==> src/sdcp_defines.vh <==
/*
  shared constants for the serial dac command port: command codes, field positions,
  reset values and apb register offsets. assumes inclusion by bare name from the design file.
*/
`ifndef SDCP_DEFINES_VH
`define SDCP_DEFINES_VH

`define SDCP_WORD_BITS      16
`define SDCP_CMD_MSB        15
`define SDCP_CMD_LSB        12
`define SDCP_DATA_MSB       11
`define SDCP_DATA_LSB       0

`define SDCP_CMD_NOP        4'h0
`define SDCP_CMD_LOAD       4'h1
`define SDCP_CMD_READBACK   4'h2
`define SDCP_CMD_CHAIN_OFF  4'h9
`define SDCP_CMD_RISE_EDGE  4'hA
`define SDCP_CMD_CLR_ZERO   4'hB
`define SDCP_CMD_CLR_MID    4'hC

`define SDCP_RST_DAC        12'h000
`define SDCP_MID_DAC        12'h800
`define SDCP_RST_SHIFT      16'h0000

`define SDCP_APB_CTRL       12'h000
`define SDCP_APB_STATUS     12'h004
`define SDCP_APB_DAC        12'h008
`define SDCP_APB_SHIFT      12'h00C

`endif

==> src/sdcp_top.v <==
/*
  serial command front end of a multiplying dac: frame select, shift clock and serial
  data from a host, chain output to the next device, dac code out, plus an apb slave
  for observing and steering the block. the pins arrive asynchronously and are
  sampled on pclk through two flip-flops; pclk must run several times the link clock.
*/
// Local design decisions: the register offsets and the APB interface to the registers.
module sdcp_top #(
  parameter DAC_BITS = 12
) (
  input  wire        pclk,
  input  wire        presetn,
  input  wire        frame_n,
  input  wire        shift_clk,
  input  wire        serial_in,
  output reg         chain_data_out,
  output reg  [11:0] dac_code,
  output reg         dac_update,
  input  wire        psel,
  input  wire        penable,
  input  wire        pwrite,
  input  wire [11:0] paddr,
  input  wire [31:0] pwdata,
  output reg  [31:0] prdata,
  output reg         pready,
  output reg         pslverr
);
`include "sdcp_defines.vh"

  localparam [11:0] DATA_MASK = ~((12'h001 << (12 - DAC_BITS)) - 12'h001);

  reg  [2:0]  fs_sync_q;
  reg  [2:0]  ck_sync_q;
  reg  [1:0]  di_sync_q;
  reg         rise_edge_q;
  reg         chain_en_q;
  reg  [15:0] shift_q;
  reg  [4:0]  count_q;
  reg         done_q;
  reg  [11:0] dac_q;
  reg         aborts_q;
  reg         sw_hold_q;

  wire frame_low  = ~fs_sync_q[1];
  wire frame_fall = fs_sync_q[2] & ~fs_sync_q[1];
  wire frame_rise = ~fs_sync_q[2] & fs_sync_q[1];
  wire ck_rise    = ~ck_sync_q[2] & ck_sync_q[1];
  wire ck_fall    = ck_sync_q[2] & ~ck_sync_q[1];
  wire sample_edg = rise_edge_q ? ck_rise : ck_fall;
  wire launch_edg = rise_edge_q ? ck_fall : ck_rise;
  // standalone mode gates the clock once a word is complete
  wire shift_ok   = frame_low & ~sw_hold_q & (chain_en_q | ~done_q);
  wire do_shift   = shift_ok & sample_edg;
  wire [15:0] shift_nx = {shift_q[14:0], di_sync_q[1]};
  wire word_end   = ~chain_en_q & do_shift & (count_q == 5'd15);
  wire exec_chain = chain_en_q & frame_rise;
  wire exec_now   = word_end | exec_chain;
  wire [15:0] exec_word = word_end ? shift_nx : shift_q;
  wire [3:0]  cmd = exec_word[`SDCP_CMD_MSB:`SDCP_CMD_LSB];
  wire [11:0] dat = exec_word[`SDCP_DATA_MSB:`SDCP_DATA_LSB] & DATA_MASK;

  always @(posedge pclk or negedge presetn) begin
    if (!presetn) begin
      fs_sync_q <= 3'h7;
      ck_sync_q <= 3'h7;
      di_sync_q <= 2'h0;
    end else begin
      fs_sync_q <= {fs_sync_q[1:0], frame_n};
      ck_sync_q <= {ck_sync_q[1:0], shift_clk};
      di_sync_q <= {di_sync_q[0], serial_in};
    end
  end

  always @(posedge pclk or negedge presetn) begin
    if (!presetn) begin
      rise_edge_q    <= 1'b0;
      chain_en_q     <= 1'b1;
      dac_q          <= `SDCP_RST_DAC;
      shift_q        <= `SDCP_RST_SHIFT;
      count_q        <= 5'd0;
      done_q         <= 1'b0;
      dac_update     <= 1'b0;
      chain_data_out <= 1'b0;
      aborts_q       <= 1'b0;
    end else begin
      dac_update <= 1'b0;
      // clear comes first so an abort in the same cycle still wins
      if (psel && penable && pwrite && paddr == `SDCP_APB_STATUS && pwdata[2])
        aborts_q <= 1'b0;
      if (frame_fall) begin
        count_q <= 5'd0;
        done_q  <= 1'b0;
      end else if (do_shift) begin
        shift_q <= shift_nx;
        if (!chain_en_q) begin
          count_q <= count_q + 5'd1;
          if (count_q == 5'd15)
            done_q <= 1'b1;
        end
      end
      // outgoing bit moves on the opposite edge so the next device samples it stable
      if (launch_edg && frame_low && chain_en_q)
        chain_data_out <= shift_q[15];
      if (frame_rise && !chain_en_q && !done_q && count_q != 5'd0)
        aborts_q <= 1'b1;
      if (exec_now) begin
        case (cmd)
          `SDCP_CMD_LOAD: begin
            dac_q      <= dat;
            dac_update <= 1'b1;
          end
          `SDCP_CMD_READBACK: begin
            shift_q        <= {`SDCP_CMD_READBACK, dac_q};
            chain_data_out <= 1'b0;
          end
          `SDCP_CMD_CHAIN_OFF: chain_en_q  <= 1'b0;
          `SDCP_CMD_RISE_EDGE: rise_edge_q <= 1'b1;
          `SDCP_CMD_CLR_ZERO: begin
            dac_q      <= `SDCP_RST_DAC;
            dac_update <= 1'b1;
          end
          `SDCP_CMD_CLR_MID: begin
            dac_q      <= `SDCP_MID_DAC;
            dac_update <= 1'b1;
          end
          default: ;
        endcase
      end
    end
  end

  always @(posedge pclk or negedge presetn) begin
    if (!presetn)
      dac_code <= `SDCP_RST_DAC;
    else
      dac_code <= dac_q;
  end

  // apb: zero wait states, software may freeze the shifter for debug
  wire apb_wr = psel & penable & pwrite;
  wire mapped = (paddr == `SDCP_APB_CTRL) | (paddr == `SDCP_APB_STATUS) |
                (paddr == `SDCP_APB_DAC) | (paddr == `SDCP_APB_SHIFT);
  reg [31:0] rd_d;

  always @* begin
    case (paddr)
      `SDCP_APB_CTRL:   rd_d = {31'h00000000, sw_hold_q};
      `SDCP_APB_STATUS: rd_d = {26'h0000000, count_q[4:2] == 3'h4 ? 1'b1 : 1'b0, frame_low,
                                aborts_q, done_q, rise_edge_q, chain_en_q};
      `SDCP_APB_DAC:    rd_d = {20'h00000, dac_q};
      `SDCP_APB_SHIFT:  rd_d = {16'h0000, shift_q};
      default:          rd_d = 32'h00000000;
    endcase
  end

  always @(posedge pclk or negedge presetn) begin
    if (!presetn) begin
      sw_hold_q <= 1'b0;
      prdata    <= 32'h00000000;
      pready    <= 1'b0;
      pslverr   <= 1'b0;
    end else begin
      pready  <= psel & ~penable;
      pslverr <= psel & ~penable & ~mapped;
      if (psel && !penable)
        prdata <= pwrite ? 32'h00000000 : rd_d;
      if (apb_wr && pready && paddr == `SDCP_APB_CTRL)
        sw_hold_q <= pwdata[0];
    end
  end

endmodule

==> config.mk <==
export PLATFORM = sky130hd
export DESIGN_NAME = sdcp_top
export DESIGN_NICKNAME = d
export VERILOG_FILES = /design/src/sdcp_top.v
export VERILOG_INCLUDE_DIRS = /design/src
export SDC_FILE = /design/constraint.sdc
export NUM_CORES = 1
export LEC_CHECK = 0
export ABC_AREA = 1
export BUFFER_PORTS_ARGS = -buffer_cell sky130_fd_sc_hd__buf_2
export CAP_MARGIN = 20
export CORE_MARGIN = 5
export CORE_UTILIZATION = 46
export CTS_CLUSTER_SIZE = 14
export DETAILED_ROUTE_END_ITERATION = 12
export GPL_ROUTABILITY_DRIVEN = 0
export MAX_ROUTING_LAYER = met4
export PLACE_DENSITY_LB_ADDON = 0.12
export SLEW_MARGIN = 20
export SYNTH_ARGS = -nofsm -noshare
export SYNTH_HDL_FRONTEND = slang
export SYNTH_SLANG_ARGS = --single-unit
==> constraint.sdc <==
create_clock -name pclk -period 2.63 [get_ports pclk]
set_input_delay 0.1315 -clock pclk [delete_from_list [all_inputs] [get_ports pclk]]
set_output_delay 0.1315 -clock pclk [all_outputs]
set_load 0.02 [all_outputs]
==> results of run 1 <==
registers in the layout, summed over array words and instances (netlist names):
signal / flops
pslverr: 1
di_sync_q: 2
fs_sync_q: 3
dac_q: 12
aborts_q: 1
dac_code: 12
count_q: 5
done_q: 1
chain_data_out: 1
sw_hold_q: 1
ck_sync_q: 3
pready: 1
prdata: 16
shift_q: 16
rise_edge_q: 1
chain_en_q: 1
dac_update: 1
cells in the final DEF (no fill, tap or decap), drive strengths merged, types with 3 or more instances in the layout:
cell type	netlist	final
inv	53	55
o31ai	4	4
nand2	111	111
a21oi	13	13
o22ai	13	13
dfrtp	71	71
nand3	15	15
clkinvlp	0	4
a22o	6	6
clkbuf	9	9
o21ai	44	44
nand4	21	21
clkinv	3	4
buf	24	64
nor2	44	44
conb	1	16
dfstp	7	7
dlygate4sd3	0	7
ha	3	3
area by class of cell:
type / count / area share
clock buffers: 9 / 0.0276
clock inverters: 7 / 0.0125
flip-flops and latches: 78 / 0.437
inverters: 56 / 0.0474
repair buffers: 71 / 0.0945
well taps: 105 / 0.0293
multi-input cells: 297 / 0.352
layer usage:
layer / vias up / GRT usage / wire length, um
li1: 1565 / - / -
met1: 1492 / 0.258 / 4260
met2: 76 / 0.297 / 4180
met3: 10 / 0.0280 / 507
met4: 0 / 0.0676 / 125
met5: - / - / 0
metrics by stage:
step	std cells	utilization	hold slack [ns]	total power [mW]	area, um^2
floorplan	464	-	-0.164	1.29	3970
global placement	600	0.513	0.236	1.32	4230
detailed placement	600	0.513	0.238	1.33	4230
CTS	623	0.543	0.147	2.18	4480
global route	623	0.543	0.209	2.24	4490
finish	623	0.543	0.156	2.15	4490
critical path: cells and delay by family (launching register included):
kind                     cells  cell delay, ns
flip-flops                   1            0.41
AND/OR/NAND/NOR             11            1.36
adder cells (fa/ha/maj)      2            0.42
power groups by stage:
stage	clock network, mW	logic [mW]	registers (mW)
CTS	0.865	0.0961	1.22
detailed placement	0	0.0880	1.24
floorplan	0	0.0551	1.24
finish	0.835	0.0955	1.21
global placement	0	0.0869	1.24
global route	0.914	0.109	1.22
cells by family after synthesis:
logic type,share of synthesized area
flops,0.501
buf+inv,0.110
compound gates,0.133
mux,0.00544
other cells,0.000958
fa+ha+maj,0.00959
simple gates,0.240
synthesized netlist by cell type (6+ instances only):
cell type | number | share of area
nand2_1 | 89 | 0.085
dfrtp_1 | 71 | 0.45
inv_1 | 50 | 0.048
nor2_1 | 40 | 0.038
o21ai_0 | 30 | 0.038
nand4_1 | 20 | 0.032
nand2_2 | 19 | 0.030
buf_4 | 16 | 0.031
a21oi_1 | 13 | 0.017
o21ai_2 | 13 | 0.029
o22ai_1 | 13 | 0.021
nand3_1 | 11 | 0.014
clkbuf_1 | 9 | 0.0086
dfstp_2 | 7 | 0.047
a22o_1 | 6 | 0.013
how the worst min path moves through the flow:
stage,start,endpoint,cells past startpoint
6_report,pwrite,sw_hold_q$_DFFE_PN0P_,5
5_1_grt,pwdata[2],aborts_q$_DFFE_PN0P_,4
4_1_cts,pwrite,sw_hold_q$_DFFE_PN0P_,5
3_5_place_dp,shift_clk,ck_sync_q[0]$_DFF_PN1_,1
3_3_place_gp,frame_n,fs_sync_q[0]$_DFF_PN1_,1
2_1_floorplan,presetn,aborts_q$_DFFE_PN0P_,0
==> summary.txt, run 1 <==
Run status
  – Outcome: finished clean

Timing
  – Final min period: ~2.3 ns
  – Setup WS post-layout: 0.345 ns
  – Final period util: 0.869
  – F_max: 0.438 GHz
  – Slew headroom: 0.530
  – Worst-Margin Slew: just over 0.7 ns
  – # setup viols final: 0
  – TNS Setup: 0 ns
  – Clk_skew: between 0.01 and 0.015 ns
  – Endpoints failing hold: 0
  – RSZ-0062 raised after global routing: no
  – Final Max Slew Viols: 0

Setup path
  – Beginning of the critical path: count_q[0]$_DFFE_PN0P_
  – Slowest CP cell: dfrtp_1
  – Worst setup EP type: flop
  – Arrival time at the worst endpoint: 2.53 ns
  – Worst r2r path cells: 13
  – CP max FO: 19
  – CP required: between 2 and 3 ns
  – Startpoint types: flop
  – WS Path Type: flop to flop
  – CP Capture Point: dac_q[11]$_DFFE_PN0P_
  – Worst reg2reg setup slack: approximately 0.34 ns
  – Slowest stage delay, CP: between 0.4 and 0.5 ns
  – Most used cell, CP: nand2_1
  – CP Cell Sequence: ha_1 -> nand2_1 -> nor2_1 -> ha_1 -> nand4_4 -> nand2_1 -> nand2_2 -> nor2_2 -> nand2_4 -> nand3_4 -> nand2_4 -> nand2_1 -> nand2_1
  – Worst R2R Start: count_q[0]$_DFFE_PN0P_
  – RR Endpoint: dac_q[11]$_DFFE_PN0P_

Place
  – Pre-CTS setup slack: ~0.33 ns
  – # port buffers: 53
  – HPWL Detailed: 6410 um

Floorplan
  – CORE AREA: just over 8000 um^2
  – Starting Density: 0.474
  – Die Height: about 100 um
  – I/O pin cnt: 100
  – Die Area: around 10000 um^2
  – Die X: around 100 um
  – Cell Rows: 33

Drt
  – Total Wirelength: just over 9000 um
  – Drt first pass iters: 4
  – Antenna Violating Nets Remaining: 0
  – WL/cell: 14.6 um
  – DRC: 0
  – Vias/cell: 5.04
  – DR iter-0 viols: approximately 130
  – Vias after detailed routing: 3143

Logic synthesis
  – Syn. warnings: 0
  – Asr flop ratio synth: 1.00
  – Sequential area share after synthesis: 0.501
  – Synth Instances: ~450
  – Post-Syn Area: roughly 3900 um^2
  – EDFF count, synth: 0
  – Mean Syn Cell Area: 8.71 um^2
  – Post-synthesis cell type count: 38
  – #FFs+latches synth: between 70 and 80
  – Post-synth top flop: dfrtp_1

Finish
  – Layout cells sized above 1: 0.264
  – Flip-flop and latch area: between 1500 and 2000 um^2
  – N_diodes: 0
  – Fin nets: around 570
  – Filler cells: around 800
  – Area Growth Syn to Fin: 14.7%
  – Multi-input logic area: 1580 um^2

Power
  – Pwr Density: around 480 nW/um^2
  – Leakage: between 2 and 2.5 nW
  – Peak supply drop: ~0.25 mV
  – Comb power frac: 0.044
  – Register share of total power: 0.566
  – Clock share of power: 0.389
  – Switching power: about 0.56 mW
  – Sw Ratio: 0.261
  – Design internal power: about 1.6 mW

GRT
  – Largest net degree at the start of global routing: slightly below 80
  – Initial antenna violation count: 0
  – Vias in the first global route: around 3100
  – Grt ovf: 0
  – First-pass GRT wire length: 15100 um
  – Total track usage: 0.191

CTS
  – Post_cts resized: 0
  – Clock Latency Late Sink: roughly 0.36 ns
  – H-tree depth: 3
  – Root Driver: clkbuf_8
  – Clock Path Buffers: 2
  – CTS tree: built
  – Clk pin slew, worst setup/hold paths: 0.09 ns
  – CTS Buf Count: 9
  – Hold buffer count at cts: 7
  – Setup bufs post-CTS: 0
  – CTS Sinks: 78

Min path
  – Hold/Removal Path Class: primary input to flop

Job
  – Max_cap viols: 0
Note: power is estimated with default switching activity, not from simulation.
==> inputs of run 2 (changes only) <==
--- a/config.mk
+++ b/config.mk
@@ -6,14 +6,12 @@
 export SDC_FILE = /design/constraint.sdc
 export NUM_CORES = 1
 export LEC_CHECK = 0
-export ABC_AREA = 1
 export BUFFER_PORTS_ARGS = -buffer_cell sky130_fd_sc_hd__buf_2
 export CAP_MARGIN = 20
 export CORE_MARGIN = 5
 export CORE_UTILIZATION = 46
 export CTS_CLUSTER_SIZE = 14
 export DETAILED_ROUTE_END_ITERATION = 12
-export GPL_ROUTABILITY_DRIVEN = 0
 export MAX_ROUTING_LAYER = met4
 export PLACE_DENSITY_LB_ADDON = 0.12
 export SLEW_MARGIN = 20
==> constraint.sdc (replaced) <==
create_clock -name pclk -period 2.63 [get_ports pclk]
set_input_delay 0 -clock pclk [delete_from_list [all_inputs] [get_ports pclk]]
set_output_delay 0 -clock pclk [all_outputs]
set_load 0.02 [all_outputs]
==> summary.txt, run 2 <==
Power
  – Clock share of power: 0.382 (-0.007)
  – Design internal power: 1.93 mW (+21%)
  – Sw Ratio: 0.256 (-0.00503)
  – Switching power: 0.662 mW (+18%)
  – Leakage: 2.25 nW (-1.7%)
  – Pwr Density: 591 nW/um^2 (+24%)
  – Register share of total power: 0.517 (-0.049)
  – Peak supply drop: 0.390 mV (+59%)
  – Comb power frac: 0.100 (+0.056)

Place
  – Pre-CTS setup slack: 0.175 ns (-0.153 ns)
  – # placed instances: 487 (-19%)
  – Final Wtd Congestion: 0.798
  – HPWL Detailed: 5560 um (-13%)
  – # port buffers: 53 (unchanged)

Logic synthesis
  – Combinational family with the most area after synthesis: compound AO/OA/AOI/OAI gates
  – Synth Instances: 340 (-24%)
  – Sequential area share after synthesis: 0.519 (+0.0179)
  – Syn. warnings: 0 (unchanged)
  – Post-synth top cells: dfrtp_1 (71), nand2_1 (36), o21ai_0 (29), nor2_1 (18), buf_4 (16)
  – Post-synthesis cell type count: 55 (+45%)
  – Post-synth top flop: dfrtp_1
  – Synth Area in Compound Gates: 0.156 (+0.0230)
  – Post-Syn Area: 3780 um^2 (-3.5%)
  – Adder-Cell Fraction of Synth Area: 0.00994 (+0.000343)
  – Asr flop ratio synth: 1.00 (unchanged)
  – Count leader, synth: dfrtp_1
  – Mean Syn Cell Area: 11.1 um^2 (+27%)
  – Top cells by area, synth: dfrtp_1 (47%), dfstp_2 (4.9%), o21ai_0 (3.8%), mux2i_1 (3.7%), mux2_4 (3.6%)
  – Synth area leader: dfrtp_1
  – #FFs+latches synth: 78 (unchanged)
  – Mux contribution to synthesized area: 0.110 (+0.104)
  – Top cell type's share of synthesized area: 0.470 (+0.0162)
  – Post-Synth Simple-Gate Area: 0.123 (-0.117)
  – EDFF count, synth: 0 (unchanged)
  – XOR/XNOR Fraction of Synth Area: 0.00927 (+0.00927)

CTS
  – Clk pin slew, worst setup/hold paths: 0.09 ns (about the same)
  – H-tree depth: 3 (unchanged)
  – CTS Sinks: 78 (unchanged)
  – CTS Buf Count: 9 (unchanged)
  – Setup bufs post-CTS: 0 (unchanged)
  – Clock Latency Late Sink: 0.35 ns (about the same)
  – CTS tree: built
  – Clock Path Buffers: 2 (unchanged)
  – Root Driver: clkbuf_8

Drt
  – DRC: 0 (unchanged)
  – WL/cell: 15.9 um (+9.1%)
  – Vias/cell: 5.13 (+1.7%)
  – Antenna Violating Nets Remaining: 0 (unchanged)
  – Vias after detailed routing: 2612 (-17%)
  – Drt first pass iters: 4 (unchanged)
  – Total Wirelength: 8080 um (-11%)
  – DR iter-0 viols: 97 (-24%)

GRT
  – Total track usage: 0.175 (-0.0165)
  – Grt ovf: 0 (unchanged)
  – First-pass GRT wire length: 13400 um (-11%)
  – Initial antenna violation count: 0 (unchanged)
  – Vias in the first global route: 2634 (-14%)
  – Largest net degree at the start of global routing: 79 (unchanged)

Timing
  – Clk_skew: 0.0152 ns (+0.00264 ns)
  – Final period util: 0.853 (-0.0156)
  – Final Max Slew Viols: 0 (unchanged)
  – F_max: 0.446 GHz (+1.8%)
  – Setup WS post-layout: 0.386 ns (+0.0410 ns)
  – TNS Setup: 0 ns (unchanged)
  – Final min period: 2.24 ns (-0.0410 ns)
  – Worst-Margin Slew: 0.762 ns (+0.0566 ns)
  – Endpoints failing hold: 0 (unchanged)
  – RSZ-0062 raised after global routing: no
  – Worst hold margin: 0.0412 ns (-0.115 ns)
  – # setup viols final: 0 (unchanged)
  – Slew headroom: 0.491 (-0.0389)

Finish
  – Layout cells sized above 1: 0.282 (+0.0177)
  – Filler cells: 736 (-7.9%)
  – Non-Filler Instances: 509 (-18%)
  – Most frequent cells in the layout: dfrtp_1 (71), buf_2 (52), nand2_1 (36), o21ai_0 (29), nor2_1 (18)
  – Area Growth Syn to Fin: 16.0%
  – Commonest non-fill, non-tap cell in the layout: dfrtp_1
  – Top flop regs: prdata x16, shift_q x16
  – N_diodes: 0 (unchanged)
  – Post-layout util: 0.541 (-0.00205)
  – Fin nets: 454 (-20%)

Setup path
  – Crit-path leading delay family: compound AO/OA/AOI/OAI gates
  – Bufs and invs on worst path: 1 (+1)
  – Slowest CP cell: dfrtp_1
  – CP Cell Sequence: ha_1 -> and3_1 -> ha_1 -> o211ai_2 -> o21ai_1 -> o22ai_2 -> buf_12 -> mux2_2
  – Worst setup EP type: flop
  – CP max FO: 13 (-6)
  – Startpoint types: flop
  – Arrival time at the worst endpoint: 2.48 ns (-0.05 ns)
  – WS Path Type: flop to flop
  – CP required: 2.86 ns (about the same)
  – Slowest stage delay, CP: 0.42 ns (about the same)
  – Most used cell, CP: ha_1

Floorplan
  – I/O pin cnt: 100 (unchanged)
  – Starting Density: 0.467 (-0.00703)
  – Die Area: 10100 um^2 (-3.1%)
  – CORE AREA: 8090 um^2 (-2.0%)
  – Die Height: 101 um (-1.6%)
  – Die X: 101 um (-1.6%)
  – Cell Rows: 33 (unchanged)

Min path
  – Hold/Removal Path Class: primary input to flop

Run status
  – Outcome: finished clean

Job
  – Max_cap viols: 0 (unchanged)
==> run 2: cell types whose count changed in the layout (fill, tap and decap cells not counted), sizes merged, moves of 18 or more <==
| cell | previous run | this run |
|---|---|---|
| mux2 | 1 | 19 |
| nand2 | 111 | 36 |
| nand4 | 21 | 3 |
| inv | 55 | 14 |
| nor2 | 44 | 18 |
==> run 2: layout make-up <==
type / instances / area [um^2] / share of cell area
Multi-Input combinational cell: 229 / 1610 / 0.367
Inverter: 13 / 48.8 / 0.0111
Timing Repair Buffer: 68 / 412 / 0.0940
Clock buffer: 9 / 124 / 0.0283
Clock inverter: 7 / 96.3 / 0.0220
Tap cell: 105 / 131 / 0.0300
Sequential cell: 78 / 1960 / 0.448
==> run 2: logic make-up after synthesis <==
kind of cell | after synthesis
xor gates and xnor gates | 4
and+or+nand+nor | 90
DFF | 78
buffers and inverters | 48
AOI/OAI and AO/OA | 82
adders and majority gates | 3
other | 1
muxes | 34
==> run 2: power by group through the flow <==
stage / Clock [mW] / Combinational (mW) / Sequential [mW]
global route: 1.06 / 0.297 / 1.35
detailed placement: 0 / 0.255 / 1.36
global placement: 0 / 0.251 / 1.36
finish: 0.989 / 0.259 / 1.34
floorplan: 0 / 0.199 / 1.34
CTS: 1.02 / 0.264 / 1.34
==> run 2: final timing paths <==
check,cells past startpoint,startpoint,end,slack (ns)
setup / recovery,8,count_q[0]$_DFFE_PN0P_,dac_q[0]$_DFFE_PN0P_,0.39
hold / removal,4,paddr[6],pslverr$_DFF_PN0_,0.04
setup reg to reg,8,count_q[0]$_DFFE_PN0P_,dac_q[0]$_DFFE_PN0P_,0.39
hold reg to reg,0,di_sync_q[0]$_DFF_PN0_,di_sync_q[1]$_DFF_PN0_,0.35
max in group asynchronous,2,presetn,count_q[4]$_DFFE_PN0P_,1.90
min in group asynchronous,2,presetn,prdata[14]$_DFFE_PN0P_,0.24
==> run 2: timing repair <==
action                     in CTS  in global routing
hold endpoints to repair       76                  0
gates resized for setup         0                  1
setup endpoints to repair       0                 11
hold buffers                    6                  0
==> run 2: per-stage QoR <==
step	power (mW)	cell area, um^2
finish	2.59	4380
global route	2.71	4380
CTS	2.62	4370
global placement	1.61	4090
floorplan	1.54	3830
detailed placement	1.62	4090
==> run 2: worst min-delay path: cells and delay by family <==
kind | cells | cell delay, ns
simple gates | 3 | 0.29
buf+inv | 1 | 0.07
==> run 2: routing by layer <==
metal,vias up,track usage,part of all wire
met4,0,0.0622,0.015
met3,11,0.0311,0.045
met5,-,-,0
met1,1254,0.237,0.48
met2,55,0.265,0.46
li1,1292,-,-
